--- src/core/bsp_pkg.sv ---
// shared constants and types of the sine pwm motor sequencer
package bsp_pkg;
	localparam int unsigned CLK_HZ = 10_000_000;
	localparam int unsigned CLK_MHZ = CLK_HZ / 1_000_000;
	localparam int unsigned TICK_US = 1000;
	localparam int unsigned TICK_CYC = CLK_MHZ * TICK_US;
	localparam int unsigned STOP_OFF_US = 1000;
	localparam int unsigned STOP_OFF_CYC = CLK_MHZ * STOP_OFF_US;
	localparam int unsigned ON_IGNORE_NS = 200;
	localparam int unsigned ON_IGNORE_CYC = ON_IGNORE_NS * CLK_MHZ / 1000;
	localparam int unsigned SINE_HZ = 1;
	localparam int unsigned SINE_MS = 1000 / SINE_HZ;
	localparam int unsigned RELEASE_MS = 2;
	localparam int unsigned TON_LONG_MS = 1000;
	localparam int unsigned TON_SHORT_MS = 500;
	localparam int unsigned TOFF_LONG_MS = 10000;
	localparam int unsigned TOFF_SHORT_MS = 5000;
	localparam int unsigned CAR0_HZ = 50_000;
	localparam int unsigned CAR1_HZ = 100_000;
	localparam int unsigned CAR2_HZ = 200_000;
	localparam int unsigned CAR3_HZ = 25_000;
	localparam logic [8:0] CAR0_CYC = 9'(CLK_HZ / CAR0_HZ);
	localparam logic [8:0] CAR1_CYC = 9'(CLK_HZ / CAR1_HZ);
	localparam logic [8:0] CAR2_CYC = 9'(CLK_HZ / CAR2_HZ);
	localparam logic [8:0] CAR3_CYC = 9'(CLK_HZ / CAR3_HZ);
	// duty is counted in 1/128 steps
	localparam logic [7:0] DUTY_FULL = 8'h80;
	localparam logic [7:0] MIN_BASE = 8'h0c;
	localparam logic [7:0] MIN_INC = 8'h02;
	localparam logic [7:0] START_CAP_HI = 8'h1a;
	localparam logic [7:0] START_CAP_LO = 8'h0e;
	// digitized command, full scale equals the 256 step reference
	localparam logic [7:0] ADC_LO = 8'h20;
	localparam logic [7:0] ADC_HI = 8'ha0;
	localparam logic [1:0] CMD_ANALOG = 2'h2;
	localparam logic [1:0] CMD_PULSE = 2'h1;
	localparam logic [1:0] LD_OFF_STEP = 2'h3;
	localparam logic [3:0] MIN_STEP_HI = 4'h8;
	localparam logic [7:0] PHASE_ANG = 8'h55;
	localparam logic [7:0] SECTOR_ANG = 8'h2b;
	localparam logic [5:0] SECTOR_STEPS = 6'h2a;
	localparam int unsigned STEP_SHIFT = 5;
	localparam logic [7:0] REG_CTRL = 8'h00;
	localparam logic [7:0] REG_STATUS = 8'h04;
	localparam int unsigned CTRL_MODE_LSB = 0;
	localparam int unsigned CTRL_CAR_LSB = 2;
	localparam int unsigned CTRL_MIN_LSB = 4;
	localparam int unsigned CTRL_LD_LSB = 8;
	localparam int unsigned CTRL_TACHO_BIT = 10;
	localparam logic [10:0] CTRL_RESET = 11'h002;
	localparam logic [1:0] RESP_OKAY = 2'h0;
	localparam logic [1:0] RESP_SLVERR = 2'h2;
	typedef enum logic [2:0] {
		ST_IDLE,
		ST_START,
		ST_SINE,
		ST_LOCK_OFF,
		ST_FAULT
	} bsp_state_t;
endpackage

--- src/core/bsp_drive_if.sv ---
// drive settings passed from the sequencer to each bridge leg
interface bsp_drive_if;
	logic [2:0] sector;
	logic [7:0] angle;
	logic [7:0] duty;
	logic [8:0] car_cnt;
	logic [8:0] car_period;
	logic       sine_mode;
	logic       drive_en;
	logic       reverse;
	modport source (output sector, angle, duty, car_cnt, car_period,
		sine_mode, drive_en, reverse);
	modport sink (input sector, angle, duty, car_cnt, car_period,
		sine_mode, drive_en, reverse);
endinterface

--- src/core/bsp_phase_gen.sv ---
// one bridge leg: block commutation or sine pwm for a single phase
module bsp_phase_gen
	import bsp_pkg::*;
#(
	parameter int unsigned PHASE = 0
)
(
	input  wire logic  clk_in,
	input  wire logic  rst_n_in,
	bsp_drive_if.sink  drv,
	output logic       hi_out,
	output logic       lo_out
);
	localparam logic [6:0] SIN_Q [16] = '{7'h06, 7'h12, 7'h1e, 7'h29,
		7'h34, 7'h3f, 7'h49, 7'h53, 7'h5c, 7'h64, 7'h6b, 7'h71, 7'h76,
		7'h7a, 7'h7d, 7'h7f};
	logic [2:0]  rel;
	logic [7:0]  ang;
	logic [3:0]  idx;
	logic [7:0]  lvl;
	logic [15:0] prod;
	logic        on_sine;
	logic        on_blk;
	logic        hi_nxt;
	logic        lo_nxt;

	always_comb
	begin
		// sector relative to this leg; reverse swaps high and low pairs
		rel = 3'((32'(drv.sector) + 6 + (drv.reverse ? 3 : 0)
			- 2 * PHASE) % 6);
		ang = drv.angle - 8'(PHASE * PHASE_ANG)
			+ (drv.reverse ? 8'h80 : 8'h00);
		idx = ang[6] ? ~ang[5:2] : ang[5:2];
		lvl = ang[7] ? 8'(8'h7f - {1'b0, SIN_Q[idx]})
			: 8'(8'h7f + {1'b0, SIN_Q[idx]});
		prod = 16'(lvl * drv.duty);
		on_sine = (18'(drv.car_cnt) << 8)
			< 18'(32'(prod[15:7]) * 32'(drv.car_period));
		on_blk = (18'(drv.car_cnt) << 7)
			< 18'(32'(drv.duty) * 32'(drv.car_period));
		hi_nxt = 1'b0;
		lo_nxt = 1'b0;
		if (drv.drive_en && drv.sine_mode)
		begin
			hi_nxt = on_sine;
			lo_nxt = !on_sine;
		end
		else if (drv.drive_en)
		begin
			hi_nxt = (rel < 3'h2) && on_blk;
			lo_nxt = (rel == 3'h3) || (rel == 3'h4);
		end
	end

	always_ff @(posedge clk_in or negedge rst_n_in)
	begin
		if (!rst_n_in)
		begin
			hi_out <= 1'b0;
			lo_out <= 1'b0;
		end
		else
		begin
			hi_out <= hi_nxt;
			lo_out <= lo_nxt;
		end
	end
endmodule // bsp_phase_gen

--- src/core/bsp_sequencer.sv ---
// Implementation choices: the AXI4-Lite interface to the registers and the register offsets.
module bsp_sequencer
	import bsp_pkg::*;
#(
	parameter int unsigned TICK_CYC_P = TICK_CYC,
	parameter int unsigned STOP_CYC_P = STOP_OFF_CYC,
	parameter int unsigned WIN_LOG2   = 14
)
(
	input  wire logic        clk_in,
	input  wire logic        rst_n_in,
	input  wire logic [7:0]  s_axi_awaddr_in,
	input  wire logic        s_axi_awvalid_in,
	output logic             s_axi_awready_out,
	input  wire logic [31:0] s_axi_wdata_in,
	input  wire logic [3:0]  s_axi_wstrb_in,
	input  wire logic        s_axi_wvalid_in,
	output logic             s_axi_wready_out,
	output logic [1:0]       s_axi_bresp_out,
	output logic             s_axi_bvalid_out,
	input  wire logic        s_axi_bready_in,
	input  wire logic [7:0]  s_axi_araddr_in,
	input  wire logic        s_axi_arvalid_in,
	output logic             s_axi_arready_out,
	output logic [31:0]      s_axi_rdata_out,
	output logic [1:0]       s_axi_rresp_out,
	output logic             s_axi_rvalid_out,
	input  wire logic        s_axi_rready_in,
	input  wire logic [2:0]  hall_in,
	input  wire logic        direction_in,
	input  wire logic        speed_command_in,
	input  wire logic [7:0]  speed_adc_in,
	input  wire logic        overcurrent_detect_in,
	input  wire logic        overtemp_detect_in,
	input  wire logic        overvoltage_detect_in,
	output logic [2:0]       phase_hi_out,
	output logic [2:0]       phase_lo_out,
	output logic             tacho_pulse_out,
	output logic             lock_indication_out
);
	logic        aw_have_r, aw_have_nxt, w_have_r, w_have_nxt;
	logic        awrdy_r, awrdy_nxt, wrdy_r, wrdy_nxt, arrdy_r, arrdy_nxt;
	logic        bvalid_r, bvalid_nxt, rvalid_r, rvalid_nxt;
	logic [1:0]  bresp_r, bresp_nxt, rresp_r, rresp_nxt;
	logic [7:0]  awaddr_r, awaddr_nxt;
	logic [31:0] wdata_r, wdata_nxt, rdata_r, rdata_nxt;
	logic [3:0]  wstrb_r, wstrb_nxt;
	logic [10:0] ctrl_r, ctrl_nxt;
	logic [31:0] status;
	logic [1:0]  mode, car_step, ld_step;
	logic [3:0]  min_step;
	logic        tacho_ratio;
	logic [13:0] tick_cnt_r, tick_cnt_nxt;
	logic        tick_r, tick_nxt;
	logic [13:0] lo_run_r, lo_run_nxt;
	logic [1:0]  hi_run_r, hi_run_nxt;
	logic [WIN_LOG2-1:0] win_r, win_nxt, acc_r, acc_nxt;
	logic [7:0]  pulse_duty_r, pulse_duty_nxt, cmd_duty_r, cmd_duty_nxt;
	logic        pulse_run_r, pulse_run_nxt, cmd_run_r, cmd_run_nxt;
	logic [7:0]  adc_duty, acc_duty;
	bsp_state_t  st_r, st_nxt;
	logic [13:0] wms_r, wms_nxt, ton, toff;
	logic [10:0] rev_ms_r, rev_ms_nxt;
	logic [1:0]  zero_ms_r, zero_ms_nxt;
	logic        sine_ok_r, sine_ok_nxt, lock_ind_r, lock_ind_nxt;
	logic        tacho_r, tacho_nxt;
	logic [2:0]  hall_r, hall_nxt, sec_r, sec_nxt, sector;
	logic [7:0]  duty_r, duty_nxt, angle_r, angle_nxt, min_duty, start_duty;
	logic [19:0] sec_cyc_r, sec_cyc_nxt;
	logic [14:0] step_len_r, step_len_nxt, sub_r, sub_nxt;
	logic [5:0]  steps_r, steps_nxt;
	logic [8:0]  car_cnt_r, car_cnt_nxt, period;
	logic        hall_chg, fault_any, ld_fault;

	// register bus: write address and data taken in either order
	always_comb
	begin
		aw_have_nxt = aw_have_r;
		w_have_nxt = w_have_r;
		awaddr_nxt = awaddr_r;
		wdata_nxt = wdata_r;
		wstrb_nxt = wstrb_r;
		bvalid_nxt = bvalid_r;
		bresp_nxt = bresp_r;
		rvalid_nxt = rvalid_r;
		rresp_nxt = rresp_r;
		rdata_nxt = rdata_r;
		ctrl_nxt = ctrl_r;
		if (s_axi_awvalid_in && awrdy_r)
		begin
			aw_have_nxt = 1'b1;
			awaddr_nxt = s_axi_awaddr_in;
		end
		if (s_axi_wvalid_in && wrdy_r)
		begin
			w_have_nxt = 1'b1;
			wdata_nxt = s_axi_wdata_in;
			wstrb_nxt = s_axi_wstrb_in;
		end
		if (bvalid_r && s_axi_bready_in)
			bvalid_nxt = 1'b0;
		if (aw_have_r && w_have_r && !bvalid_r)
		begin
			aw_have_nxt = 1'b0;
			w_have_nxt = 1'b0;
			bvalid_nxt = 1'b1;
			bresp_nxt = RESP_OKAY;
			if (awaddr_r == REG_CTRL)
			begin
				if (wstrb_r[0])
					ctrl_nxt[7:0] = wdata_r[7:0];
				if (wstrb_r[1])
					ctrl_nxt[10:8] = wdata_r[10:8];
			end
			else if (awaddr_r != REG_STATUS)
				bresp_nxt = RESP_SLVERR;
		end
		if (rvalid_r && s_axi_rready_in)
			rvalid_nxt = 1'b0;
		if (s_axi_arvalid_in && arrdy_r)
		begin
			rvalid_nxt = 1'b1;
			rresp_nxt = RESP_OKAY;
			rdata_nxt = 32'h0;
			if (s_axi_araddr_in == REG_CTRL)
				rdata_nxt = {21'h0, ctrl_r};
			else if (s_axi_araddr_in == REG_STATUS)
				rdata_nxt = status;
			else
				rresp_nxt = RESP_SLVERR;
		end
		awrdy_nxt = !aw_have_nxt;
		wrdy_nxt = !w_have_nxt;
		arrdy_nxt = !rvalid_nxt;
	end

	always_ff @(posedge clk_in or negedge rst_n_in)
	begin
		if (!rst_n_in)
		begin
			aw_have_r <= 1'b0;
			w_have_r <= 1'b0;
			awaddr_r <= 8'h0;
			wdata_r <= 32'h0;
			wstrb_r <= 4'h0;
			bvalid_r <= 1'b0;
			bresp_r <= RESP_OKAY;
			rvalid_r <= 1'b0;
			rresp_r <= RESP_OKAY;
			rdata_r <= 32'h0;
			ctrl_r <= CTRL_RESET;
			awrdy_r <= 1'b1;
			wrdy_r <= 1'b1;
			arrdy_r <= 1'b1;
		end
		else
		begin
			aw_have_r <= aw_have_nxt;
			w_have_r <= w_have_nxt;
			awaddr_r <= awaddr_nxt;
			wdata_r <= wdata_nxt;
			wstrb_r <= wstrb_nxt;
			bvalid_r <= bvalid_nxt;
			bresp_r <= bresp_nxt;
			rvalid_r <= rvalid_nxt;
			rresp_r <= rresp_nxt;
			rdata_r <= rdata_nxt;
			ctrl_r <= ctrl_nxt;
			awrdy_r <= awrdy_nxt;
			wrdy_r <= wrdy_nxt;
			arrdy_r <= arrdy_nxt;
		end
	end

	assign s_axi_awready_out = awrdy_r;
	assign s_axi_wready_out = wrdy_r;
	assign s_axi_bvalid_out = bvalid_r;
	assign s_axi_bresp_out = bresp_r;
	assign s_axi_arready_out = arrdy_r;
	assign s_axi_rvalid_out = rvalid_r;
	assign s_axi_rresp_out = rresp_r;
	assign s_axi_rdata_out = rdata_r;
	assign status = {5'h0, sec_r, duty_r, cmd_duty_r, 2'h0,
		st_r == ST_SINE, lock_ind_r, st_r == ST_FAULT, 3'(st_r)};

	// step codes arrive already quantized
	assign mode = ctrl_r[CTRL_MODE_LSB +: 2];
	assign car_step = ctrl_r[CTRL_CAR_LSB +: 2];
	assign min_step = ctrl_r[CTRL_MIN_LSB +: 4];
	assign ld_step = ctrl_r[CTRL_LD_LSB +: 2];
	assign tacho_ratio = ctrl_r[CTRL_TACHO_BIT];

	// speed command decode and the 1 ms tick
	always_comb
	begin
		tick_nxt = (tick_cnt_r == 14'(TICK_CYC_P - 1));
		tick_cnt_nxt = tick_nxt ? 14'h0 : 14'(tick_cnt_r + 14'h1);
		adc_duty = (speed_adc_in <= ADC_LO) ? 8'h0
			: (speed_adc_in >= ADC_HI) ? DUTY_FULL
			: 8'(speed_adc_in - ADC_LO);
		hi_run_nxt = !speed_command_in ? 2'h0
			: (hi_run_r > 2'(ON_IGNORE_CYC)) ? hi_run_r
			: 2'(hi_run_r + 2'h1);
		lo_run_nxt = speed_command_in ? 14'h0
			: (lo_run_r >= 14'(STOP_CYC_P)) ? lo_run_r
			: 14'(lo_run_r + 14'h1);
		pulse_run_nxt = pulse_run_r;
		if (hi_run_r > 2'(ON_IGNORE_CYC))
			pulse_run_nxt = 1'b1;
		else if (lo_run_r >= 14'(STOP_CYC_P))
			pulse_run_nxt = 1'b0;
		win_nxt = WIN_LOG2'(win_r + 1'b1);
		acc_nxt = WIN_LOG2'(acc_r + speed_command_in);
		acc_duty = 8'(acc_r >> (WIN_LOG2 - 7));
		if (speed_command_in && (&acc_r))
			acc_duty = DUTY_FULL;
		pulse_duty_nxt = pulse_duty_r;
		if (&win_r)
		begin
			pulse_duty_nxt = acc_duty;
			acc_nxt = '0;
		end
		case (mode)
			CMD_ANALOG:
			begin
				cmd_run_nxt = speed_adc_in > ADC_LO;
				cmd_duty_nxt = adc_duty;
			end
			CMD_PULSE:
			begin
				cmd_run_nxt = pulse_run_r;
				cmd_duty_nxt = pulse_run_r ? pulse_duty_r : 8'h0;
			end
			default:
			begin
				cmd_run_nxt = 1'b0;
				cmd_duty_nxt = 8'h0;
			end
		endcase
	end

	always_ff @(posedge clk_in or negedge rst_n_in)
	begin
		if (!rst_n_in)
		begin
			tick_cnt_r <= 14'h0;
			tick_r <= 1'b0;
			hi_run_r <= 2'h0;
			lo_run_r <= 14'h0;
			pulse_run_r <= 1'b0;
			win_r <= '0;
			acc_r <= '0;
			pulse_duty_r <= 8'h0;
			cmd_run_r <= 1'b0;
			cmd_duty_r <= 8'h0;
		end
		else
		begin
			tick_cnt_r <= tick_cnt_nxt;
			tick_r <= tick_nxt;
			hi_run_r <= hi_run_nxt;
			lo_run_r <= lo_run_nxt;
			pulse_run_r <= pulse_run_nxt;
			win_r <= win_nxt;
			acc_r <= acc_nxt;
			pulse_duty_r <= pulse_duty_nxt;
			cmd_run_r <= cmd_run_nxt;
			cmd_duty_r <= cmd_duty_nxt;
		end
	end

	always_comb
	begin
		case (hall_in)
			3'h1: sector = 3'h0;
			3'h3: sector = 3'h1;
			3'h2: sector = 3'h2;
			3'h6: sector = 3'h3;
			3'h4: sector = 3'h4;
			3'h5: sector = 3'h5;
			default: sector = 3'h7;
		endcase
		case (ld_step)
			2'h2:
			begin
				ton = 14'(TON_LONG_MS);
				toff = 14'(TOFF_LONG_MS);
			end
			2'h1:
			begin
				ton = 14'(TON_SHORT_MS);
				toff = 14'(TOFF_LONG_MS);
			end
			default:
			begin
				ton = 14'(TON_SHORT_MS);
				toff = 14'(TOFF_SHORT_MS);
			end
		endcase
		case (car_step)
			2'h3: period = CAR3_CYC;
			2'h2: period = CAR2_CYC;
			2'h1: period = CAR1_CYC;
			default: period = CAR0_CYC;
		endcase
	end

	// sequencer: startup, sine drive, lockout retry and fault hold
	always_comb
	begin
		hall_chg = hall_in != hall_r;
		fault_any = overcurrent_detect_in || overtemp_detect_in
			|| overvoltage_detect_in;
		ld_fault = overcurrent_detect_in || overtemp_detect_in;
		min_duty = (min_step != 4'h0 && min_step < MIN_STEP_HI)
			? 8'(MIN_BASE + 8'(min_step) * MIN_INC) : 8'h0;
		if (min_duty != 8'h0)
			start_duty = min_duty;
		else if (min_step == 4'h0)
			start_duty = (cmd_duty_r > START_CAP_LO) ? START_CAP_LO
				: cmd_duty_r;
		else
			start_duty = (cmd_duty_r > START_CAP_HI) ? START_CAP_HI
				: cmd_duty_r;
		hall_nxt = hall_in;
		sec_nxt = sector;
		st_nxt = st_r;
		wms_nxt = (tick_r && wms_r != 14'h3fff) ? 14'(wms_r + 14'h1) : wms_r;
		zero_ms_nxt = cmd_run_r ? 2'h0 : (tick_r && zero_ms_r != 2'h3)
			? 2'(zero_ms_r + 2'h1) : zero_ms_r;
		rev_ms_nxt = (tick_r && rev_ms_r != 11'h7ff)
			? 11'(rev_ms_r + 11'h1) : rev_ms_r;
		sine_ok_nxt = sine_ok_r && (rev_ms_r < 11'(SINE_MS));
		if (hall_in[0] && !hall_r[0])
		begin
			sine_ok_nxt = rev_ms_r < 11'(SINE_MS);
			rev_ms_nxt = 11'h0;
		end
		lock_ind_nxt = lock_ind_r;
		if (fault_any)
		begin
			st_nxt = ST_FAULT;
			if (ld_fault)
				lock_ind_nxt = 1'b0;
		end
		else
			case (st_r)
				ST_IDLE:
					if (cmd_run_r)
					begin
						st_nxt = ST_START;
						wms_nxt = 14'h0;
					end
				ST_START, ST_SINE:
					if (!cmd_run_r)
						st_nxt = ST_IDLE;
					else if (hall_chg)
					begin
						wms_nxt = 14'h0;
						st_nxt = sine_ok_r ? ST_SINE : ST_START;
					end
					else if (ld_step != LD_OFF_STEP && wms_r >= ton)
					begin
						st_nxt = ST_LOCK_OFF;
						wms_nxt = 14'h0;
						lock_ind_nxt = 1'b0;
					end
					else if (!sine_ok_r)
						st_nxt = ST_START;
				ST_LOCK_OFF:
					if (!cmd_run_r)
						st_nxt = ST_IDLE;
					else if (wms_r >= toff)
					begin
						st_nxt = ST_START;
						wms_nxt = 14'h0;
					end
				ST_FAULT:
					if (zero_ms_r >= 2'(RELEASE_MS))
						st_nxt = ST_IDLE;
				default:
					st_nxt = ST_IDLE;
			endcase
		// raised only while sine drive goes on, so a lockout from sine shows
		if (st_nxt == ST_SINE && !ld_fault)
			lock_ind_nxt = 1'b1;
		case (st_r)
			ST_START: duty_nxt = start_duty;
			ST_SINE: duty_nxt = (cmd_duty_r < min_duty) ? min_duty
				: cmd_duty_r;
			default: duty_nxt = 8'h0;
		endcase
		// rotor angle estimate between hall edges
		sec_cyc_nxt = (&sec_cyc_r) ? sec_cyc_r : 20'(sec_cyc_r + 20'h1);
		sub_nxt = 15'(sub_r + 15'h1);
		step_len_nxt = step_len_r;
		steps_nxt = steps_r;
		angle_nxt = angle_r;
		if (hall_chg && sector != 3'h7)
		begin
			angle_nxt = 8'(8'(sector) * SECTOR_ANG
				+ (direction_in ? SECTOR_ANG : 8'h0));
			step_len_nxt = 15'(sec_cyc_r >> STEP_SHIFT);
			sec_cyc_nxt = 20'h0;
			sub_nxt = 15'h0;
			steps_nxt = 6'h0;
		end
		else if (sub_r >= step_len_r)
		begin
			sub_nxt = 15'h0;
			if (steps_r < SECTOR_STEPS)
			begin
				steps_nxt = 6'(steps_r + 6'h1);
				angle_nxt = direction_in ? 8'(angle_r - 8'h1)
					: 8'(angle_r + 8'h1);
			end
		end
		tacho_nxt = tacho_ratio ? (tacho_r ^ hall_chg)
			: hall_in[0];
		car_cnt_nxt = (car_cnt_r >= 9'(period - 9'h1)) ? 9'h0
			: 9'(car_cnt_r + 9'h1);
	end

	always_ff @(posedge clk_in or negedge rst_n_in)
	begin
		if (!rst_n_in)
		begin
			st_r <= ST_IDLE;
			hall_r <= 3'h0;
			sec_r <= 3'h7;
			wms_r <= 14'h0;
			zero_ms_r <= 2'h0;
			rev_ms_r <= 11'h7ff;
			sine_ok_r <= 1'b0;
			lock_ind_r <= 1'b1;
			duty_r <= 8'h0;
			sec_cyc_r <= 20'h0;
			sub_r <= 15'h0;
			step_len_r <= 15'h0;
			steps_r <= 6'h0;
			angle_r <= 8'h0;
			tacho_r <= 1'b0;
			car_cnt_r <= 9'h0;
		end
		else
		begin
			st_r <= st_nxt;
			hall_r <= hall_nxt;
			sec_r <= sec_nxt;
			wms_r <= wms_nxt;
			zero_ms_r <= zero_ms_nxt;
			rev_ms_r <= rev_ms_nxt;
			sine_ok_r <= sine_ok_nxt;
			lock_ind_r <= lock_ind_nxt;
			duty_r <= duty_nxt;
			sec_cyc_r <= sec_cyc_nxt;
			sub_r <= sub_nxt;
			step_len_r <= step_len_nxt;
			steps_r <= steps_nxt;
			angle_r <= angle_nxt;
			tacho_r <= tacho_nxt;
			car_cnt_r <= car_cnt_nxt;
		end
	end

	assign tacho_pulse_out = tacho_r;
	assign lock_indication_out = lock_ind_r;

	bsp_drive_if drv ();
	assign drv.sector = sec_r;
	assign drv.angle = angle_r;
	assign drv.duty = duty_r;
	assign drv.car_cnt = car_cnt_r;
	assign drv.car_period = period;
	assign drv.sine_mode = st_r == ST_SINE;
	assign drv.drive_en = (st_r == ST_START || st_r == ST_SINE)
		&& sec_r != 3'h7;
	assign drv.reverse = direction_in;

	for (genvar g = 0; g < 3; g++)
	begin : g_leg
		bsp_phase_gen #(.PHASE(g)) u_leg (
			.clk_in   (clk_in),
			.rst_n_in (rst_n_in),
			.drv      (drv),
			.hi_out   (phase_hi_out[g]),
			.lo_out   (phase_lo_out[g])
		);
	end
endmodule // bsp_sequencer

--- config.mk ---
export PLATFORM = sky130hd
export DESIGN_NAME = bsp_sequencer
export DESIGN_NICKNAME = d
export VERILOG_FILES = /design/src/core/bsp_pkg.sv /design/src/core/bsp_drive_if.sv /design/src/core/bsp_phase_gen.sv /design/src/core/bsp_sequencer.sv
export SDC_FILE = /design/constraint.sdc
export NUM_CORES = 2
export LEC_CHECK = 0
export BUFFER_PORTS_ARGS = -buffer_cell sky130_fd_sc_hd__buf_2
export CORE_ASPECT_RATIO = 1.25
export CORE_MARGIN = 8
export CORE_UTILIZATION = 53
export CTS_CLUSTER_DIAMETER = 80
export CTS_CLUSTER_SIZE = 14
export DETAILED_ROUTE_END_ITERATION = 10
export PLACE_DENSITY_LB_ADDON = 0.08
export SETUP_SLACK_MARGIN = 0.5
export SLEW_MARGIN = 20
export SYNTH_ARGS = -nofsm -noshare
export SYNTH_HDL_FRONTEND = slang
export SYNTH_SLANG_ARGS = --single-unit
--- constraint.sdc ---
create_clock -name clk_in -period 14.9 [get_ports clk_in]
set_input_delay 2.235 -clock clk_in [delete_from_list [all_inputs] [get_ports clk_in]]
set_output_delay 2.235 -clock clk_in [all_outputs]
set_load 0.02 [all_outputs]
==> qor.txt <==
outcome: finished, final reports clean
dpl ws: 0.695 ns
number of global-route vias before repair: 26,100
die width: 236 um
Core Region: 60,400 sq um
Mapped Cells: 3,578
post-layout util: 0.568
Routed WL: 74.9 mm
DP Cell Count: 4,380
FF-to-FF End: g_leg[1].u_leg.lo_out$_DFF_PN0_
clock transition at the registers of the reported paths: 0.07 ns
Required @ worst endpoint: 15.36 ns
Worst setup EP type: register
Net Sw Power: 2.36 mW
I/O pin count: 124
Final Power: 4.64 mW
setup slack after layout: 1.50 ns
Cell Area, Placed: 33,500 sq um
max-cap viol count: 0
Vias: 24,700
CTS Root Buffer Type: clkbuf_16
pwr/cell area: 135 nW/um^2
final hold violation count: 0
startpoint types: register
DR WL/cell: 16.9 um
Yosys reg bits: 271
fin. max-slew vios: 0
worst hold endpoint: tick_cnt_r[0]$_DFF_PN0_
worst-margin pin slew: 1.15 ns
crit path max fanout: 14
Seq pwr share: 0.194
clock sinks: 271
# nets final: 4,404
RePlAce Congestion: 0.873
largest net degree at the start of global routing: 88
Crit path largest cell delay: 0.55 ns
number of flops mapped to enable cells by yosys: 0
post-synthesis cell type count: 99
Pleak: 17.3 nW
worst hold path type: register to register
ant diodes: 0
Main synth FF type: dfrtp_1
DRC viols: 0
R2R depth: 51
commonest non-fill, non-tap cell in the layout: inv_1
most frequent cells in the layout: inv_1 (463), ha_1 (414), nand2_1 (371)
Initial DRC Count: 1,027
period utilization: 0.899
Final setup viols: 0
hold_buf cts: 0
Finished Layout Cells: 4,429
Slowest-stage cell, CP: fa_1
initial antenna violation count: 0
DR vias/cell: 5.57
DRT antenna net count: 0
CP arrival: 13.86 ns
Crit path top cell by count: fa_1
Finished Cell Area: 34,300 sq um
switch share: 0.508
first-pass iteration count of the detailed router: 5
hold path start: tick_cnt_r[0]$_DFF_PN0_
CTS Buf Count: 24
GRT overflow: 0
Area Growth Syn to Fin: 6.72%
first-pass GRT wire length: 129 mm
Power Internal: 2.28 mW
full die area: 68,800 sq um
std cell rows: 101
Post-synth ARST share: 1.00
overall die height: 291 um
Min-Delay Path Depth: 1
VDD IR max: 197 uV
initial core utilization: 0.532
gr usage total: 0.221
TritonCTS clock tree: built
Avg Inst Size Synth: 8.98 sq um
RR Startpoint: angle_r[1]$_DFFE_PN0P_
fraction of layout cells with a size suffix above 1: 0.0853
slew margin rel.: 0.236
H-tree Lvls: 1
Synth Cell Area: 32,100 sq um
Worst Skew: 0.0249 ns
yosys warns: 0
Sum Neg Setup Slack: 0 ns
post-synthesis sequential area ratio: 0.212
Reg2Reg Setup Slack: 1.50 ns
insertion delay to the later sink of the worst-skew pair: 0.57 ns
Clock Path Buffers: 3
max frequency: 74.6 MHz
HPWL Detailed: 58.4 mm
Comb power frac: 0.675
WHS: 0.453 ns
minimum clock period: 13.40 ns
clock share of power: 0.132
RSZ-0062 raised after global routing: no
port buffer count: 93
Setup CP Type: register to register
cells by family (layout without fill, tap and decap cells):
logic type | Yosys count | after routing | synth area share
simple gates | 1221 | 1221 | 0.188
fa+ha+maj | 690 | 690 | 0.333
buf+inv | 600 | 673 | 0.0724
compound gates | 489 | 489 | 0.102
flops | 271 | 271 | 0.212
xor+xnor | 230 | 230 | 0.0661
mux | 75 | 75 | 0.0266
other cells | 2 | 8 | 0.000234
critical path: cells and delay by family (launching register included):
| family | cells | cell delay, ns |
|---|---|---|
| AND/OR/NAND/NOR | 10 | 1.67 |
| XOR/XNOR | 3 | 0.67 |
| adder cells (fa/ha/maj) | 14 | 5.81 |
| buffers and inverters | 6 | 0.63 |
| flip-flops | 1 | 0.48 |
| AO/OA/AOI/OAI | 18 | 4.01 |
synth_stat cells, types with 30 or more instances:
library cell    n  area, sq um
a21oi_1       112          561
fa_1          275         5510
nor2b_1        48          300
a21o_1         36          270
xnor2_1       108          946
nor3_1         39          195
nand2b_1       44          275
and3_1         37          231
xor2_1        112          981
nor2_1        248          931
clkbuf_1       95          357
and2_1        223         1400
nand2_1       372         1400
mux2i_1        30          300
ha_1          415         5190
dfrtp_1       252         6310
inv_1         463         1740
nand4_1        38          238
nand3_1        87          435
mux2_2         41          462
o21ai_0       111          556
routing by layer:
metal | routed length (um) | track usage | share of wire
met1 | 31300 | 0.267 | 0.42
met2 | 39300 | 0.415 | 0.52
met3 | 2620 | 0.0250 | 0.035
met4 | 1610 | 0.0546 | 0.022
met5 | 0 | 0 | 0
final cells by class:
class | count | area [sq um]
clock buffers | 39 | 657
clock inverters | 5 | 70.1
fillers | 5495 | 26100
inverters | 472 | 1770
multi-input cells | 2713 | 23100
flip-flops and latches | 271 | 6810
well taps | 772 | 966
repair buffers | 157 | 956
worst max-delay path by stage:
stage	startpoint	endpoint	cells after the start
after floorplan	angle_r[3]$_DFFE_PN0P_	g_leg[1].u_leg.lo_out$_DFF_PN0_	56
after global placement	angle_r[1]$_DFFE_PN0P_	g_leg[1].u_leg.lo_out$_DFF_PN0_	52
after detailed placement	angle_r[2]$_DFFE_PN0P_	g_leg[1].u_leg.lo_out$_DFF_PN0_	52
after CTS	angle_r[2]$_DFFE_PN0P_	g_leg[1].u_leg.lo_out$_DFF_PN0_	52
after global routing	angle_r[1]$_DFFE_PN0P_	g_leg[1].u_leg.lo_out$_DFF_PN0_	51
final	angle_r[1]$_DFFE_PN0P_	g_leg[1].u_leg.lo_out$_DFF_PN0_	51
sequential cells by signal, indices dropped and copies added (netlist names), 15 cells and up:
| signal | flops |
|---|---|
| sub_r | 15 |
| s_axi_rdata_out | 27 |
| sec_cyc_r | 20 |
| step_len_r | 15 |
power by group through the flow:
stage	sequential [mW]	clock, mW	combinational, mW
3_5_place_dp	0.915	0	3.01
5_1_grt	0.911	0.654	3.45
2_1_floorplan	0.889	0	2.09
6_report	0.900	0.611	3.13
4_1_cts	0.901	0.631	3.02
3_3_place_gp	0.910	0	2.94
what timing repair did:
action | 4_1_cts | 5_1_grt
resized for setup | 0 | 8
buffers inserted | 0 | 5
setup endpoints to repair | 0 | 4
(Power assumes the default switching activity.)
